===== src/inc/spsp_pkg.sv =====
// Constants and types for the port slot issue and PLL sequencing block
package spsp_pkg;

    // ---------------------------------------------------------------
    // Register offsets
    // ---------------------------------------------------------------
    localparam logic [7:0] SPSP_OFS_SLOT_ISSUE = 8'h00;
    localparam logic [7:0] SPSP_OFS_PORT_CMD = 8'h04;
    localparam logic [7:0] SPSP_OFS_PLL_CTRL = 8'h08;
    localparam logic [7:0] SPSP_OFS_CORE_MISC = 8'h0c;
    localparam logic [7:0] SPSP_OFS_STATUS = 8'h10;

    // ---------------------------------------------------------------
    // Field positions
    // ---------------------------------------------------------------
    localparam int SPSP_CMD_DMA_START = 0;
    localparam int SPSP_CMD_SPINUP = 1;
    localparam int SPSP_CMD_ALPM_EN = 26;
    localparam int SPSP_CMD_ALPM_SLUMBER = 27;
    localparam int SPSP_PLL_GO = 0;
    localparam int SPSP_MISC_REINIT = 0;

    // Writable bits of the port command register
    localparam logic [31:0] SPSP_CMD_MASK = 32'h0c00_0003;

    // ---------------------------------------------------------------
    // Reset values and slot count
    // ---------------------------------------------------------------
    localparam logic [31:0] SPSP_CMD_RST = 32'h0000_0000;
    localparam logic SPSP_PLL_GO_RST = 1'b1;
    localparam int SPSP_SLOTS = 32;

    // ---------------------------------------------------------------
    // Link states
    // ---------------------------------------------------------------
    typedef enum logic [1:0] {
        SPSP_LK_OFF = 2'b00,
        SPSP_LK_ACTIVE = 2'b01,
        SPSP_LK_LOWPWR = 2'b11,
        SPSP_LK_LOCKUP = 2'b10
    } spsp_link_type;

endpackage


===== src/design/spsp_port.sv =====
// Port slot scheduler, link power control and PLL sequencing
//
// The register addresses and the Wishbone register port were decided locally.
`timescale 1ns/1ps
// Operation
// - The port has 32 slots with a 32-bit issue vector where a set bit marks a pending slot.
// - Pending slots issue in ascending order from slot 0, regardless of the last slot issued.
// - Writing 1 to command bit 1 requests drive spin-up, set after PHY and DMA start.
// - Command bit 26 enables aggressive power transitions and bit 27 picks partial or slumber.
// - With aggressive transitions on, only the link goes low power once no command is left.
// - PLL go bit 0 written 0 unlocks the PLL and written 1 relocks it.
// - After that pulse, a reinit pulse on core misc bit 0 plus a new spin-up request restores communication with the drive.
module spsp_port
    import spsp_pkg::*;
#(
    parameter int SLOTS = SPSP_SLOTS,
    parameter int SW = 5
) (
    // Clock and reset
    input wire logic clk_i,
    input wire logic rst_i,
    // Wishbone slave
    input wire logic wb_cyc_i,
    input wire logic wb_stb_i,
    input wire logic wb_we_i,
    input wire logic [7:0] wb_adr_i,
    input wire logic [3:0] wb_sel_i,
    input wire logic [31:0] wb_dat_i,
    output logic [31:0] wb_dat_o,
    output logic wb_ack_o,
    // Command issue towards the link
    output logic cmd_valid_o,
    output logic [SW-1:0] cmd_slot_o,
    input wire logic cmd_ready_i,
    // Command completion from the drive
    input wire logic cmd_done_i,
    input wire logic [SW-1:0] cmd_done_slot_i,
    // Link state
    output logic link_active_o,
    output logic link_lowpwr_o,
    output logic link_slumber_o,
    output logic pll_locked_o
);
    // ---------------------------------------------------------------
    // State
    // ---------------------------------------------------------------
    typedef struct packed {
        logic [SLOTS-1:0] pend;
        logic [SLOTS-1:0] issd;
        logic [31:0] cmd;
        logic pll_go;
        logic reinit;
        logic stale;
        logic need_spin;
        spsp_link_type link;
        logic iss_v;
        logic [SW-1:0] iss_slot;
        logic ack;
        logic [31:0] dat;
    } spsp_state_type;

    spsp_state_type st_r;
    spsp_state_type st_nxt;

    logic cand_found;
    logic [SW-1:0] cand_idx;

    spsp_prio_enc #(
        .N(SLOTS),
        .W(SW)
    ) u_prio (
        .req_i(st_r.pend & ~st_r.issd),
        .found_o(cand_found),
        .idx_o(cand_idx)
    );

    // ---------------------------------------------------------------
    // Next state
    // ---------------------------------------------------------------
    always_comb begin
        logic acc;
        logic wr;
        logic [31:0] wmask;
        logic [31:0] wval;
        logic [SLOTS-1:0] set_v;
        logic [SLOTS-1:0] clr_v;
        logic pll_ok;
        logic spin_wr;
        acc = 1'b0;
        wr = 1'b0;
        wmask = '0;
        wval = '0;
        set_v = '0;
        clr_v = '0;
        pll_ok = 1'b0;
        spin_wr = 1'b0;
        st_nxt = st_r;

        // One wait state: ack one cycle after the request
        acc = wb_cyc_i & wb_stb_i & ~st_r.ack;
        wr = acc & wb_we_i;
        st_nxt.ack = acc;
        wmask = {{8{wb_sel_i[3]}}, {8{wb_sel_i[2]}}, {8{wb_sel_i[1]}}, {8{wb_sel_i[0]}}};
        wval = wb_dat_i & wmask;

        if (acc & ~wb_we_i) begin
            unique case (wb_adr_i)
                SPSP_OFS_SLOT_ISSUE: st_nxt.dat = 32'(st_r.pend);
                SPSP_OFS_PORT_CMD: st_nxt.dat = st_r.cmd;
                SPSP_OFS_PLL_CTRL: st_nxt.dat = {31'h0000_0000, st_r.pll_go};
                SPSP_OFS_CORE_MISC: st_nxt.dat = {31'h0000_0000, st_r.reinit};
                SPSP_OFS_STATUS: st_nxt.dat = {22'h00_0000, st_r.iss_slot, st_r.iss_v,
                    st_r.need_spin, st_r.stale, st_r.link};
                default: st_nxt.dat = 32'h0000_0000;
            endcase
        end

        // write ones to mark slots pending
        if (wr && wb_adr_i == SPSP_OFS_SLOT_ISSUE) begin
            set_v = wval[SLOTS-1:0];
        end
        // spin-up, DMA start; power mode bits
        if (wr && wb_adr_i == SPSP_OFS_PORT_CMD) begin
            st_nxt.cmd = (st_r.cmd & ~(wmask & SPSP_CMD_MASK)) | (wval & SPSP_CMD_MASK);
            spin_wr = wmask[SPSP_CMD_SPINUP] & wb_dat_i[SPSP_CMD_SPINUP];
        end
        // go bit, 0 unlocks, 1 relocks
        if (wr && wb_adr_i == SPSP_OFS_PLL_CTRL && wb_sel_i[0]) begin
            st_nxt.pll_go = wb_dat_i[SPSP_PLL_GO];
        end
        if (wr && wb_adr_i == SPSP_OFS_CORE_MISC && wb_sel_i[0]) begin
            st_nxt.reinit = wb_dat_i[SPSP_MISC_REINIT];
        end

        // unlock leaves the PLL stale until a reinit pulse
        // Set on the unlock edge so a pulse while unlocked really clears it
        if (st_r.reinit && !st_nxt.reinit) begin
            st_nxt.stale = 1'b0;
        end
        if (st_r.pll_go && !st_nxt.pll_go) begin
            st_nxt.stale = 1'b1;
        end

        // PLL disturbance forces a fresh spin-up request
        pll_ok = st_r.pll_go & ~st_r.reinit;
        if (!pll_ok) begin
            st_nxt.need_spin = 1'b1;
        end else if (spin_wr) begin
            st_nxt.need_spin = 1'b0;
        end

        // Issue stage; a held slot stays offered until taken
        if (st_r.iss_v && cmd_ready_i) begin
            st_nxt.iss_v = 1'b0;
        end
        // no issue unless the link is up
        if (!st_r.iss_v && cand_found && st_r.link == SPSP_LK_ACTIVE && pll_ok &&
            st_r.cmd[SPSP_CMD_DMA_START]) begin
            st_nxt.iss_v = 1'b1;
            st_nxt.iss_slot = cand_idx;
            st_nxt.issd[cand_idx] = 1'b1;
        end
        if (cmd_done_i) begin
            clr_v[cmd_done_slot_i] = 1'b1;
        end
        // a new pending write wins over a completion
        st_nxt.pend = (st_r.pend & ~clr_v) | set_v;
        st_nxt.issd = st_nxt.issd & ~clr_v;

        // Link power state
        unique case (st_r.link)
            SPSP_LK_OFF: begin
                // clean PLL plus spin-up brings the link back
                if (st_r.cmd[SPSP_CMD_SPINUP] && pll_ok && !st_r.need_spin) begin
                    st_nxt.link = st_r.stale ? SPSP_LK_LOCKUP : SPSP_LK_ACTIVE;
                end
            end
            SPSP_LK_ACTIVE: begin
                // idle link enters low power, controller stays awake
                if (st_r.cmd[SPSP_CMD_ALPM_EN] && st_r.pend == '0 && !st_r.iss_v) begin
                    st_nxt.link = SPSP_LK_LOWPWR;
                end
            end
            SPSP_LK_LOWPWR: begin
                if (st_r.pend != '0 || !st_r.cmd[SPSP_CMD_ALPM_EN]) begin
                    st_nxt.link = SPSP_LK_ACTIVE;
                end
            end
            SPSP_LK_LOCKUP: begin
                // Skipped reinit pulse: only a later pulse frees the port
                if (!st_r.stale) begin
                    st_nxt.link = SPSP_LK_OFF;
                end
            end
        endcase
        if (st_r.link != SPSP_LK_LOCKUP && (!st_r.cmd[SPSP_CMD_SPINUP] || !pll_ok)) begin
            st_nxt.link = SPSP_LK_OFF;
        end
        // Cancelled offer must not leave its slot marked as issued
        if (st_nxt.link != SPSP_LK_ACTIVE && !st_r.iss_v) begin
            st_nxt.iss_v = 1'b0;
            if (cand_found) begin
                st_nxt.issd[cand_idx] = 1'b0;
            end
        end
    end

    // ---------------------------------------------------------------
    // Registers
    // ---------------------------------------------------------------
    always_ff @(posedge clk_i) begin
        if (rst_i) begin
            st_r <= '0;
            st_r.cmd <= SPSP_CMD_RST;
            st_r.pll_go <= SPSP_PLL_GO_RST;
            st_r.need_spin <= 1'b1;
            st_r.link <= SPSP_LK_OFF;
        end else begin
            st_r <= st_nxt;
        end
    end

    // ---------------------------------------------------------------
    // Outputs
    // ---------------------------------------------------------------
    assign wb_dat_o = st_r.dat;
    assign wb_ack_o = st_r.ack;
    assign cmd_valid_o = st_r.iss_v;
    assign cmd_slot_o = st_r.iss_slot;
    assign link_active_o = (st_r.link == SPSP_LK_ACTIVE);
    // bit 27 selects slumber over partial
    assign link_lowpwr_o = (st_r.link == SPSP_LK_LOWPWR);
    assign link_slumber_o = (st_r.link == SPSP_LK_LOWPWR) & st_r.cmd[SPSP_CMD_ALPM_SLUMBER];
    assign pll_locked_o = st_r.pll_go & ~st_r.reinit;
endmodule


===== src/design/spsp_prio_enc.sv =====
// Fixed-priority finder: lowest set request index wins
`timescale 1ns/1ps
module spsp_prio_enc #(
    parameter int N = 32,
    parameter int W = 5
) (
    // Requests
    input wire logic [N-1:0] req_i,
    // Result
    output logic found_o,
    output logic [W-1:0] idx_o
);
    always_comb begin
        found_o = 1'b0;
        idx_o = '0;
        // Scan down so the lowest index is written last
        for (int i = N - 1; i >= 0; i--) begin
            if (req_i[i]) begin
                found_o = 1'b1;
                idx_o = W'(i);
            end
        end
    end
endmodule


===== config.mk =====
export PLATFORM = sky130hd
export DESIGN_NAME = spsp_port
export DESIGN_NICKNAME = d
export VERILOG_FILES = /design/src/inc/spsp_pkg.sv /design/src/design/spsp_port.sv /design/src/design/spsp_prio_enc.sv
export SDC_FILE = /design/constraint.sdc
export NUM_CORES = 1
export LEC_CHECK = 0
export ABC_CLOCK_PERIOD_IN_PS = 7100
export BUFFER_PORTS_ARGS = -buffer_cell sky130_fd_sc_hd__buf_4
export CAP_MARGIN = 20
export CORE_ASPECT_RATIO = 1.5
export CORE_MARGIN = 2
export CORE_UTILIZATION = 61
export DETAILED_ROUTE_END_ITERATION = 7
export PLACE_DENSITY = 0.86
export SLEW_MARGIN = 20
export SYNTH_ARGS = -nofsm -noshare
export SYNTH_HDL_FRONTEND = slang
export SYNTH_HIERARCHICAL = 1
export SYNTH_SLANG_ARGS = --single-unit

===== constraint.sdc =====
create_clock -name clk_i -period 7.1 [get_ports clk_i]
set_input_delay 0.355 -clock clk_i [delete_from_list [all_inputs] [get_ports clk_i]]
set_output_delay 0.355 -clock clk_i [all_outputs]
set_load 0.01 [all_outputs]

## Word-level counts from Yosys, hierarchy flattened

Cells that the tools add are included.

| operators by class | value |
|---|---|
| equal/unequal tests | 9 |
| reduce and logical (&&, ||, !) cells | 38 |
| bitwise logic cells | 24 |
| multiplexer cells | 88 |
| order comparisons | 4 |

Operator list:

| kind | count |
|---|---|
| $and A32 B32 Y32 | 6 |
| $mux W32 | 5 |
| $mux W5 | 32 |
| $pmux W32 S5 | 1 |
| $not A32 Y32 | 3 |
| $or A32 B32 Y32 | 2 |
| $mux W1 | 40 |
| $logic_not A32 Y1 | 1 |
| $not A28 Y32 | 1 |
| $or A32 B28 Y32 | 1 |
| $reduce_bool A32 Y1 | 1 |
| $logic_and A1 B1 Y1 | 21 |
| $eq A8 B4 Y1 const B | 2 |
| $lt A5 B6 Y1 const B | 2 |
| $mux W2 | 6 |
| $demux W1 S5 | 2 |
| $ge A5 B1 Y1 const B | 2 |
| $eq A8 B3 Y1 const B | 1 |
| $eq A8 B5 Y1 const B | 1 |
| $logic_not A8 Y1 | 1 |
| $pmux W2 S4 | 1 |
| $and A1 B1 Y1 | 7 |
| $logic_not A1 Y1 | 7 |
| $mux W6 | 1 |
| 9 further kinds | 16 |

| word-level totals | value |
|---|---|
| logic and storage cells | 175 |
| output and inout bits | 43 |
| input port bits | 56 |
| bits in registers | 141 |

## Logic depth before layout (Yosys ltp)

Gate-level depths: netlist (run 1).

| logic depth | value |
|---|---|
| word-level depth | 44 |
| depth in mapped cells | 12 |
| mapped depth without buffers | 11 |

## Hierarchy

The synthesis (run 1) kept the hierarchy.

By module, submodules not included:

| module | cells an instance | area each (um^2) | instances | seq. area each (um^2) |
|---|---|---|---|---|
| spsp_port | 642 | 5,338.9 | 1 | 2,262.2 |
| spsp_prio_enc | 65 | 370.4 | 1 | 0.0 |

## Worst setup path after synthesis (run 1)

OpenSTA, ideal clock, no wires.

| path | value |
|---|---|
| path kind | register to register |
| start | register st_r[129] (netlist name) |
| end | register st_r[103] (netlist name) |
| arrival | 2,463 ps |
| data required time | 6,974 ps |
| clock period less this slack | 2,589 ps |
| library setup time | 126 ps |
| cell stages (with the launch flop) | 12 |
| slack | 4,511 ps |
| buffers on the path | 2 |
| path through | dfxtp_1 -> nor2b_1 -> or4_4 -> nor3_1 -> nand3b_1 -> nor2b_1 -> nand4_1 -> clkbuf_1 -> buf_1 -> nor3_1 -> o21ai_0 -> a21oi_1 |

| on the way | value |
|---|---|
| elaborated cells on any way between the ends | 70 |
| those cells by class | order compare: 2; eq/ne: 1; mux: 51; bitwise: 5; reduce/logical: 11 |

RTL lines:

| what | line | source |
|---|---|---|
| start: declaration | spsp_port.sv:62 | `spsp_state_type st_r;` |
| start signal: assignment | spsp_port.sv:219 | `st_r <= st_nxt;` |
| $and A32 B32 Y32 * | spsp_port.sv:72 | `.req_i(st_r.pend & ~st_r.issd),` |
| $mux W1 * (21 in series) | spsp_prio_enc.sv:18 | `if (req_i[i]) begin` |
| net cand_found | spsp_port.sv:65 | `logic cand_found;` |
| $logic_and A1 B1 Y1 (4 in series) | spsp_port.sv:157 | `if (!st_r.iss_v && cand_found && st_r.link == SPSP_LK_ACTIVE && pll_ok &&` |
| $mux W32 | spsp_port.sv:157 |  |
| $and A32 B32 Y32 | spsp_port.sv:168 | `st_nxt.issd = st_nxt.issd & ~clr_v;` |
| $and A32 B32 Y32 (no line) | - |  |
| $mux W32 | spsp_port.sv:202 | `if (cand_found) begin` |
| $mux W32 * | spsp_port.sv:200 | `if (st_nxt.link != SPSP_LK_ACTIVE && !st_r.iss_v) begin` |

Mark *: on every way through the listed nets, which the timed path passes. The rest lies on a longest branch.
A chain may end at the register's enable or synchronous reset.

## Worst setup path in the final report (run 1)

| path | value |
|---|---|
| start | register st_r[118] (netlist name) |
| end | register st_r[95] (netlist name) |

| on the way | value |
|---|---|
| cells in the longest elaborated chain, start to end | 21 |
| elaborated cells on any way between the ends | 48 |
| those cells by class | order compare: 2; eq/ne: 1; mux: 29; bitwise: 5; reduce/logical: 11 |

RTL lines:

| what | line | source |
|---|---|---|
| $and A32 B32 Y32 * | spsp_port.sv:72 |  |
| $mux W5 * (10 in series) | spsp_prio_enc.sv:18 |  |
| net cand_idx[4] | spsp_port.sv:66 | `logic [SW-1:0] cand_idx;` |
| $lt A5 B6 Y1 (not written as such) / $ge A5 B1 Y1 (equally long branches) | spsp_port.sv:161, spsp_port.sv:203 |  |
| $logic_and A1 B1 Y1 (not written as such) | spsp_port.sv:161, spsp_port.sv:203 |  |
| $mux W1 (not written as such) | spsp_port.sv:161, spsp_port.sv:203 |  |
| $demux W1 S5 * | spsp_port.sv:161, spsp_port.sv:203 |  |
| $or A32 B32 Y32 (no line) | - |  |
| $mux W32 | spsp_port.sv:157 |  |
| $and A32 B32 Y32 | spsp_port.sv:168 |  |
| $and A32 B32 Y32 (no line) | - |  |
| $mux W32 | spsp_port.sv:202 |  |
| $mux W32 * | spsp_port.sv:200 |  |

Marks and branches as above.

==> results of run 1 <==
## metal layers
| metal | share of wire [%] | vias up | global-route usage, % |
|---|---|---|---|
| met1 | 35 | 2667 | 37.03 |
| met5 | 0 | - | 0 |
| li1 | - | 2589 | - |
| met2 | 49 | 343 | 60.23 |
| met3 | 7.9 | 97 | 7.397 |
| met4 | 7.4 | 0 | 28.28 |
## synthesized netlist by cell type (all sizes together), types with 2 or more instances
cell type and number:
and2 13, nand2b 8, a2111oi 4, nor2 64
or3 3, or4 7, nor4b 2, o311ai 2
a22oi 21, or2 2, a21oi 79, or3b 2
buf 47, and3 3, nand3b 5, nand4 5
dfxtp 113, and3b 2, nand3 8, mux2i 12
nor3b 4, nand2 47, a221o 8, o21ai 72
a221oi 2, clkbuf 17, o31ai 2, nor4 12
inv 41, nor2b 39, nor3 47
## cells by family after synthesis
family,after synthesis
multiplexers,13
buffers and inverters,105
flip-flops,113
AND/OR/NAND/NOR,277
AO/OA/AOI/OAI,199
## worst reg2reg max path: cells and delay by family (launching register included)
| kind | cells | cell delay, ps |
|---|---|---|
| AOI/OAI and AO/OA | 2 | 240 |
| and+or+nand+nor | 6 | 2240 |
| buffers and inverters | 1 | 290 |
| DFF | 1 | 400 |
## final cells by class
class                   instances  area [µm²]  area share, %
clock buffers                  22       464.2          6.773
flip-flops and latches        113        2262          33.00
repair buffers                103       773.2          11.28
well taps                     112       140.1          2.045
inverters                      41       153.9          2.245
clock inverters                10       157.7          2.300
multi-input cells             489        2903          42.35
## worst paths after layout
check,to,slack (ps),depth (start not counted)
hold reg to reg,wb_dat_o[27],460,2
hold / removal,flip-flop,200,3
setup reg to reg,st_r[95],3870,9
setup / recovery,st_r[95],3870,9
## power breakdown
group	leakage [µW]	internal (µW)	switching, µW
logic	0.00166	28.8	40.6
registers	0.000910	635	0.327
clock network	0.000296	603	300
## through the flow
stage	cell area [µm²]	cells	utilization, %
floorplan	5709	707	-
global placement	6232	858	67.74
detailed placement	6232	858	67.74
CTS	6854	890	74.50
global route	6854	890	74.50
finish	6854	890	74.50
## cells in the final DEF (no fill, tap or decap), types with 3 or more instances in the layout
| cell | netlist | layout |
|---|---|---|
| sky130_fd_sc_hd__a21oi_1 | 75 | 75 |
| sky130_fd_sc_hd__a21oi_4 | 4 | 4 |
| sky130_fd_sc_hd__a221o_2 | 8 | 8 |
| sky130_fd_sc_hd__a22oi_1 | 21 | 21 |
| sky130_fd_sc_hd__and2_1 | 13 | 13 |
| sky130_fd_sc_hd__and3_1 | 3 | 3 |
| sky130_fd_sc_hd__buf_4 | 40 | 103 |
| sky130_fd_sc_hd__bufinv_16 | 0 | 4 |
| sky130_fd_sc_hd__clkbuf_1 | 17 | 3 |
| sky130_fd_sc_hd__clkbuf_16 | 0 | 17 |
| sky130_fd_sc_hd__clkinv_2 | 0 | 3 |
| sky130_fd_sc_hd__clkinvlp_4 | 0 | 3 |
| sky130_fd_sc_hd__dfxtp_1 | 113 | 113 |
| sky130_fd_sc_hd__inv_1 | 41 | 41 |
| sky130_fd_sc_hd__mux2i_1 | 12 | 12 |
| sky130_fd_sc_hd__nand2_1 | 47 | 47 |
| sky130_fd_sc_hd__nand2b_1 | 8 | 8 |
| sky130_fd_sc_hd__nand3_1 | 8 | 8 |
| sky130_fd_sc_hd__nand3b_1 | 5 | 5 |
| sky130_fd_sc_hd__nand4_1 | 4 | 4 |
| sky130_fd_sc_hd__nor2_1 | 64 | 64 |
| sky130_fd_sc_hd__nor2b_1 | 39 | 39 |
| sky130_fd_sc_hd__nor3_1 | 46 | 46 |
| sky130_fd_sc_hd__nor3b_1 | 4 | 4 |
| sky130_fd_sc_hd__nor4_1 | 9 | 9 |
| sky130_fd_sc_hd__nor4_4 | 3 | 3 |
| sky130_fd_sc_hd__o21ai_0 | 71 | 71 |
| sky130_fd_sc_hd__or4_1 | 5 | 5 |
## flip-flops by register name, indices dropped and copies added (netlist names), named ones only
signal,count
cmd_valid_o,1
st_r,70
wb_ack_o,1
wb_dat_o,32
cmd_slot_o,5
==> impl_summary.txt, run 1 <==
----------------------------------------------------
[STA]
  Max Fclk ... 309.4 MHz
  Worst Hold Margin ... 195.1 ps
  Final period demand of the worst path ... 3232 ps
  Post-route setup TNS ... 0 ps
  Final max-slew violation count ... 0
  Final period util ... 45.52%
  Headroom to the max-slew limit ... 28.27%
  RSZ-0062 raised after global routing ... no
  Final Hold Vio Count ... 0
  Setup slack after layout ... 3868 ps
  Worst clock skew ... 5.485 ps
  Number of failing setup endpoints in the final timing report ... 0
  Slew of the pin with the lowest slew margin ... 1076 ps

[Finish]
  Fillers ... 726
  Final net count ... 821
  Fraction of final layout cells sized beyond drive strength 1 ... 20.95%
  Number of antenna repair diodes ... 0
  P&R area growth vs syn ... 20.05%

[Global route]
  Antenna violations before repair ... 0
  Maximum number of pins on one net before global-route repair ... 78
  Total global routing track utilization ... 35.04%
  Total gr overflow ... 0
  Global-route wire length before repair ... 27730 µm
  Vias in the first global route ... 5622

[Logic synthesis]
  Count of synthesis-stage warnings from yosys ... 6
  Sequential share of the synthesized area ... 39.62%
  Library cell occupying the most area in the post-synthesis netlist ... sky130_fd_sc_hd__dfxtp_1
  Post-Synth Adder-Cell Area ... 0%
  Count of flip-flops with a built-in enable after synthesis ... 0
  Simple-gate portion of the synthesized area ... 26.78%
  Area contributors post-synth ... sky130_fd_sc_hd__dfxtp_1 (40%), sky130_fd_sc_hd__a21oi_1 (6.6%), sky130_fd_sc_hd__o21ai_0 (6.2%)
  Fraction of post-synthesis cell area in the top cell type by area ... 39.62%
  Fraction of synthesized cell area in xor and xnor cells ... 0%
  Mux cell area share after synthesis ... 2.498%
  Gate count of the mapped netlist ... 707
  Nets in the synthesized netlist ... 763
  Prevailing post-synth register cell ... sky130_fd_sc_hd__dfxtp_1
  Area fraction in compound gates after synthesis ... 21.56%
  Synth Cell Area ... 0.005709 mm²
  Number of distinct library cell variants in the gate-level netlist after synthesis ... 55
  Combinational family with the most area after synthesis ... simple AND/OR/NAND/NOR gates
  Post-synthesis average cell area ... 8.075 µm²
  FFs w/ async S/R, synth ... 0%
  Register bit count reported by yosys ... 113

[Worst setup path]
  Arrival time at the worst endpoint ... 3580 ps
  Reg-to-reg startpoint ... st_r[118]
  Cell breakdown of the critical path ... nor2b_1, nor4_1, and2_1, nor3b_1, buf_4, or3b_2, nor3_1, o21ai_0, a21oi_1
  Critical path endpoint category ... flip-flop
  Number of buffers and inverters on the critical path ... 1
  Critical-path cell with the highest stage delay ... sky130_fd_sc_hd__nor3b_1
  Category of the most critical setup path ... reg -> reg
  CP Launch Type ... flip-flop
  Worst setup path startpoint ... st_r[118]
  Required arrival time at the worst endpoint ... 7440 ps
  Delay contributed by the slowest stage of the critical path ... 680 ps
  CP max FO ... 9
  Top Family by Delay on Critical Path ... simple AND/OR/NAND/NOR gates

[Die]
  Core Rows ... 43
  Chip width ... 82.99 µm
  Starting density of the core ... 62.06%
  Area of the core ... 0.009200 mm²
  Top Ports ... 99
  Die area ... 0.01017 mm²
  Height of the die ... 122.5 µm

[Detailed routing]
  Starting DRT DRC Count ... 628
  Via count ... 5696
  First-pass iteration count of the detailed router ... 5
  WL/cell ... 20.14 µm
  Final WL ... 17930 µm
  DRC ... 0
  Detailed-route vias per instance ... 6.400
  Number of nets still failing antenna checks after routing ... 0

[Clock network]
  Clock Sinks ... 113
  Clock buffers created by TritonCTS ... 17
  Clock Latency Late Sink ... 410 ps
  TritonCTS clock tree ... done
  Maximum number of buffers from clock root to sink ... 2
  Cts-stage hold buffer count ... 0
  Post_cts resized ... 0
  Clock-pin slew on the worst setup and hold paths ... 50 ps
  Clock H-tree levels ... 4
  Cell at the root of the clock tree ... sky130_fd_sc_hd__clkbuf_16
  Post-CTS setup buffer count ... 0

[Place]
  IO buf count ... 98
  Last weighted congestion value of the routability-driven placer ... 0.9673
  Post-DP HPWL ... 12870 µm
  Post-Place Worst Slack ... 3958 ps

[Pwr]
  Worst IR drop on VDD ... 0.1822 mV
  Reported leakage power ... 0.002870 µW
  Power per Cell Area ... 234.7 mW/mm²
  Total design power ... 1608 µW

[Status]
  Run status ... finished, final reports clean

[Flow run]
  # Max-Cap Violations ... 0

[Min path]
  HP Class ... in -> reg
  Launch point of the worst hold path ... wb_dat_i[27]

----------------------------------------------------
Note: power is estimated with default switching activity, not from simulation.
==> run 2: changes to the inputs <==
ABC_CLOCK_PERIOD_IN_PS = 2700   (was 7100)
CORE_UTILIZATION = 51   (was 61)
PLACE_DENSITY = 0.77   (was 0.86)
clock period = 2.7 ns   (was 7.1 ns; I/O delays follow)
==> impl_summary.txt, run 2 (same netlist as run 1, synthesis figures left out) <==
----------------------------------------------------
[Status]
  Run status ... finished, violations left
  Violations in the final reports ... negative hold slack

[Min path]
  End point of the most critical hold path ... st_r[132]
  Worst hold path stage count ... 3 (unchanged)
  Launch point of the worst hold path ... wb_dat_i[23]
  HP Class ... in -> reg

[Place]
  IO buf count ... 98 (unchanged)
  Last weighted congestion value of the routability-driven placer ... 1.003 (+3.7%)
  Post-DP HPWL ... 13740 µm (+6.7%)

[Clock network]
  Clock Latency Late Sink ... 410 ps (about the same)
  Clock Sinks ... 113 (unchanged)
  Clock H-tree levels ... 4 (unchanged)
  Cell at the root of the clock tree ... sky130_fd_sc_hd__clkbuf_16
  Clock buffers created by TritonCTS ... 17 (unchanged)
  TritonCTS clock tree ... done
  Maximum number of buffers from clock root to sink ... 2 (unchanged)
  Clock-pin slew on the worst setup and hold paths ... 50 ps (about the same)

[STA]
  Slew of the pin with the lowest slew margin ... 1074 ps (-2.144 ps)
  Worst Hold Margin ... -0.5020 ps (-195.6 ps)
  Max Fclk ... 377.4 MHz (+22%)
  Number of failing setup endpoints in the final timing report ... 0 (unchanged)
  RSZ-0062 raised after global routing ... yes
  Worst clock skew ... 6.105 ps (+0.6204 ps)
  Final period util ... 98.13% (+53 points)
  Final max-slew violation count ... 0 (unchanged)
  Final Hold Vio Count ... 1 (+1)
  Final period demand of the worst path ... 2649 ps (-582.8 ps)
  Headroom to the max-slew limit ... 28.26% (about the same)

[Detailed routing]
  WL/cell ... 18.93 µm (-6.0%)
  DRC ... 0 (unchanged)
  Number of nets still failing antenna checks after routing ... 0 (unchanged)
  First-pass iteration count of the detailed router ... 7 (+2)
  Starting DRT DRC Count ... 452 (-28%)
  Detailed-route vias per instance ... 5.829 (-8.9%)
  Final WL ... 19270 µm (+7.5%)
  Via count ... 5934 (+4.2%)

[Finish]
  Reg area ... 0.002271 mm² (+0.39%)
  Most frequent cells in the layout ... sky130_fd_sc_hd__buf_4 (168), sky130_fd_sc_hd__dfxtp_1 (108), sky130_fd_sc_hd__a21oi_1 (72)
  Number of antenna repair diodes ... 0 (unchanged)
  Fillers ... 844 (+16%)
  Final net count ... 915 (+11%)
  Most common cell after layout, fill and taps aside ... sky130_fd_sc_hd__buf_4
  Multi-input gate area ... 0.003068 mm² (+5.7%)
  Reg with most FFs ... st_r
  Fraction of final layout cells sized beyond drive strength 1 ... 30.42% (+9.5 points)
  Flip-flop count of the largest register after layout ... 70 (unchanged)
  P&R area growth vs syn ... 38.40%

[Worst setup path]
  Reg-to-reg startpoint ... st_r[129]
  Critical path endpoint category ... flip-flop
  Register-to-Register Path Depth ... 11 (+2)
  Required arrival time at the worst endpoint ... 3040 ps (-4400 ps)
  Arrival time at the worst endpoint ... 2990 ps (-590 ps)
  CP Launch Type ... flip-flop
  Worst setup path startpoint ... st_r[129]
  Crit Reg-Reg Endpoint ... st_r[79]
  CP max FO ... 8 (-1)
  Category of the most critical setup path ... reg -> reg
  Setup slack, reg-to-reg ... 50 ps (-3820 ps)

[Global route]
  Total gr overflow ... 0 (unchanged)
  Maximum number of pins on one net before global-route repair ... 43 (-45%)
  Antenna violations before repair ... 0 (unchanged)
  Global-route wire length before repair ... 29870 µm (+7.7%)
  Vias in the first global route ... 5759 (+2.4%)
  Total global routing track utilization ... 31.74% (-3.3 points)

[Pwr]
  Total design power ... 4318 µW (+170%)
  Worst IR drop on VDD ... 0.4421 mV (+140%)
  Power per Cell Area ... 546.5 mW/mm² (+130%)
  Reported leakage power ... 0.003405 µW (+19%)

[Die]
  Core Rows ... 47 (+9.3%)
  Chip width ... 90.39 µm (+8.9%)
  Height of the die ... 133.6 µm (+9.1%)
  Top Ports ... 99 (unchanged)
  Starting density of the core ... 51.92% (-10 points)
  Die area ... 0.01207 mm² (+19%)
  Area of the core ... 0.01100 mm² (+20%)

[Flow run]
  # Max-Cap Violations ... 0 (unchanged)

----------------------------------------------------
[run 2: cell types whose count changed in the layout (fill, tap and decap cells not counted), moves of 5 or more]
cell and change:
sky130_fd_sc_hd__dlygate4sd3_1 +25, sky130_fd_sc_hd__dfxtp_1 -5, sky130_fd_sc_hd__nor3_2 +6, sky130_fd_sc_hd__nor3_1 -6
sky130_fd_sc_hd__buf_4 +65, sky130_fd_sc_hd__nor2b_1 -8
[run 2: worst max path at each step]
stage,to,cells past startpoint
finish,st_r[79],11
global placement,st_r[95],11
floorplan,st_r[103],11
detailed placement,st_r[96],11
CTS,st_r[79],12
global route,st_r[79],11
[run 2: per-stage QoR]
step	util [%]	TNS, ps	setup WS [ps]	std cells	instance area (µm²)
2_1_floorplan	-	0	110.9	707	5709
3_3_place_gp	61.78	0	23.33	957	6794
3_5_place_dp	61.78	-172.0	-66.26	957	6794
4_1_cts	69.92	0	5.381	1013	7689
5_1_grt	71.85	-52.99	-22.53	1018	7901
6_report	71.85	0	50.53	1018	7901
[run 2: layer usage]
layer	GRT usage, %	part of all wire (%)	vias to the layer above
li1	-	-	2773
met1	34.88	37	2788
met2	56.56	51	300
met4	19.32	5.0	0
met3	5.713	6.5	73
met5	0	0	-
[run 2: layout make-up]
cell class / instances / share of cell area [%]
sequential: 113 / 28.74
inverter: 41 / 1.948
tap: 147 / 2.328
clock inverter: 11 / 2.359
timing repair buffer: 197 / 20.14
clock buffer: 20 / 5.653
multi-input combinational: 489 / 38.83
[run 2: timing repair]
action                     4_1_cts  5_1_grt
setup endpoints to repair        4       38
gates resized for setup          2       42
buffers inserted                 0        7
pin swaps                        0        9
hold endpoints to repair        25        0
cloned                           0        0
hold buffers                    25        0
[run 2: critical path: stages, from the launching register on]
cell and delay [ps]:
sky130_fd_sc_hd__dfxtp_4 340, sky130_fd_sc_hd__nor2b_2 160, sky130_fd_sc_hd__or4_4 550, sky130_fd_sc_hd__a21oi_2 130, sky130_fd_sc_hd__o21ai_1 100, sky130_fd_sc_hd__a21oi_2 190, sky130_fd_sc_hd__nor4b_4 90, sky130_fd_sc_hd__buf_4 180
sky130_fd_sc_hd__or3_4 420, sky130_fd_sc_hd__nor3_2 110, sky130_fd_sc_hd__o21ai_0 130, sky130_fd_sc_hd__a21oi_1 170
[run 2: where the power goes]
group,internal (µW),switching (µW)
sequential,1670,0.757
combinational,103,116
clock,1650,781
total,3420,898
==> run 3: changes to the inputs <==
ABC_CLOCK_PERIOD_IN_PS = 3420   (was 2700)
BUFFER_PORTS_ARGS = -buffer_cell sky130_fd_sc_hd__buf_2   (was -buffer_cell sky130_fd_sc_hd__buf_4)
CORE_MARGIN = unset   (was 2)
CORE_UTILIZATION = 61   (was 51)
PLACE_DENSITY = 0.86   (was 0.77)
clock period = 3.42 ns   (was 2.7 ns; I/O delays follow)
==> impl_summary.txt, run 3 (same netlist as run 1, synthesis figures left out) <==
----------------------------------------------------
[Status]
  Run status ... finished, final reports clean

[Global route]
  Vias in the first global route ... 5488 (-4.7%)
  Total global routing track utilization ... 38.23% (+6.5 points)
  Maximum number of pins on one net before global-route repair ... 44 (+2.3%)
  Total gr overflow ... 0 (unchanged)
  Global-route wire length before repair ... 27680 µm (-7.3%)
  Antenna violations before repair ... 0 (unchanged)

[Finish]
  Number of antenna repair diodes ... 0 (unchanged)
  P&R area growth vs syn ... 16.57%
  Cell Count, Final, Fillers Out ... 900 (-12%)
  Most common cell after layout, fill and taps aside ... sky130_fd_sc_hd__dfxtp_1
  Most frequent cells in the layout ... sky130_fd_sc_hd__dfxtp_1 (113), sky130_fd_sc_hd__buf_2 (98), sky130_fd_sc_hd__a21oi_1 (75)
  Fraction of final layout cells sized beyond drive strength 1 ... 22.41% (-8.0 points)
  Flip-flop count of the largest register after layout ... 70 (unchanged)
  Final net count ... 833 (-9.0%)
  Reg with most FFs ... st_r
  Layout Utilization ... 74.50% (+2.6 points)
  Fillers ... 719 (-15%)

[Clock network]
  Clock Latency Late Sink ... 420 ps (about the same)
  TritonCTS clock tree ... done
  Cell at the root of the clock tree ... sky130_fd_sc_hd__clkbuf_16
  Post_cts resized ... 0 (-2)
  Post-CTS setup buffer count ... 0 (unchanged)
  Clock H-tree levels ... 4 (unchanged)
  Clock buffers created by TritonCTS ... 17 (unchanged)
  Maximum number of buffers from clock root to sink ... 2 (unchanged)
  Clock Sinks ... 113 (unchanged)
  Clock-pin slew on the worst setup and hold paths ... 50 ps (about the same)
  Cts-stage hold buffer count ... 0 (-100%)

[Detailed routing]
  Starting DRT DRC Count ... 527 (+17%)
  Number of nets still failing antenna checks after routing ... 0 (unchanged)
  DRC ... 0 (unchanged)
  Via count ... 5675 (-4.4%)
  WL/cell ... 19.93 µm (+5.3%)
  First-pass iteration count of the detailed router ... 6 (-1)
  Final WL ... 17940 µm (-6.9%)
  Detailed-route vias per instance ... 6.306 (+8.2%)

[Flow run]
  # Max-Cap Violations ... 0 (unchanged)

[Place]
  # placed instances ... 868 (-9.3%)
  Post-DP HPWL ... 12930 µm (-5.9%)
  Last weighted congestion value of the routability-driven placer ... 1.037 (+3.4%)
  Post-Place Worst Slack ... 555.2 ps (+621.5 ps)
  IO buf count ... 98 (unchanged)

[Die]
  Chip width ... 80.99 µm (-10%)
  Die area ... 0.009758 mm² (-19%)
  Core Rows ... 42 (-11%)
  Starting density of the core ... 63.91% (+12 points)
  Area of the core ... 0.008934 mm² (-19%)
  Top Ports ... 99 (unchanged)
  Height of the die ... 120.5 µm (-9.8%)

[STA]
  Headroom to the max-slew limit ... 32.56% (+4.3 points)
  Post-route setup TNS ... 0 ps (unchanged)
  Final max-slew violation count ... 0 (unchanged)
  Setup slack after layout ... 405.5 ps (+355.0 ps)
  Worst clock skew ... 6.040 ps (-0.06544 ps)
  Final Hold Vio Count ... 0 (-1)
  Worst Hold Margin ... 2.452 ps (+2.954 ps)
  RSZ-0062 raised after global routing ... no
  Slew of the pin with the lowest slew margin ... 1009 ps (-64.86 ps)
  Final period util ... 88.14% (-10 points)
  Final period demand of the worst path ... 3014 ps (+365.0 ps)
  Max Fclk ... 331.7 MHz (-12%)
  Number of failing setup endpoints in the final timing report ... 0 (unchanged)

[Worst setup path]
  Arrival time at the worst endpoint ... 3360 ps (+370 ps)
  Required arrival time at the worst endpoint ... 3770 ps (+730 ps)
  Delay contributed by the slowest stage of the critical path ... 470 ps (-80 ps)
  Category of the most critical setup path ... reg -> reg
  Cell breakdown of the critical path ... nor2b_1, nor4_1, a21oi_1, o21ai_1, a21oi_1, nor4b_2, buf_4, nand2_1, or2_2, nor3_1, o21ai_0, a21oi_1
  CP max FO ... 6 (-2)
  CP Launch Type ... flip-flop
  Dominant cell type by count on the critical path ... sky130_fd_sc_hd__a21oi_1
  Critical path endpoint category ... flip-flop
  Critical-path cell with the highest stage delay ... sky130_fd_sc_hd__nor4b_2

[Pwr]
  Switching fraction of total power ... 23.03% (+2.2 points)
  Sequential fraction of design power ... 41.5% (+2.8 points)
  Logic gate share of total power ... 4.0% (-1.1 points)
  Clock share of power ... 54.5% (-1.8 points)
  Worst IR drop on VDD ... 0.3883 mV (-12%)
  Net switching power of the design ... 732.5 µW (-18%)
  Power per Cell Area ... 478.0 mW/mm² (-13%)
  Reported leakage power ... 0.002854 µW (-16%)
  Internal ... 2449 µW (-28%)

[Min path]
  HP Class ... in -> reg

----------------------------------------------------
## run 3: area by class of cell
| class | count | area (µm²) | area share, % |
|---|---|---|---|
| multi-input combinational | 489 | 2903 | 43.62 |
| clock buffer | 19 | 442.9 | 6.655 |
| inverter | 41 | 153.9 | 2.312 |
| timing repair buffer | 115 | 618.1 | 9.287 |
| tap | 110 | 137.6 | 2.068 |
| clock inverter | 13 | 137.6 | 2.068 |
| sequential | 113 | 2262 | 33.99 |
## run 3: layer usage
metal / track usage, % / vias up / wire length, µm
li1: - / 2611 / -
met1: 42.30 / 2653 / 6693
met2: 63.39 / 318 / 8695
met3: 9.509 / 93 / 1380
met4: 25.00 / 0 / 1168
met5: 0 / - / 0
## run 3: worst max-delay path: cells and delay by family (launching register included)
kind / cells / cell delay (ps)
AOI/OAI and AO/OA: 5 / 700
buffers and inverters: 1 / 230
DFF: 1 / 360
and+or+nand+nor: 6 / 1660
## run 3: stage by stage
step	total power, µW	cell area, µm²
4_1_cts	3170	6655
3_5_place_dp	1471	6075
5_1_grt	3235	6655
6_report	3181	6655
2_1_floorplan	1409	5709
3_3_place_gp	1468	6075
## run 3: worst paths after layout
check,from,to,slack (ps),cells after the start
max,st_r[136],st_r[100],410,12
max reg2reg,st_r[136],st_r[100],410,12
min,wb_dat_i[17],st_r[126],2,3
min reg2reg,wb_dat_o[27],wb_dat_o[27],460,2
## run 3: power by group through the flow
stage	Clock, µW	Combinational [µW]	Sequential, µW
3_5_place_dp	0	124	1350
4_1_cts	1730	125	1320
5_1_grt	1780	139	1320
6_report	1730	128	1320
3_3_place_gp	0	121	1350
2_1_floorplan	0	61.7	1350
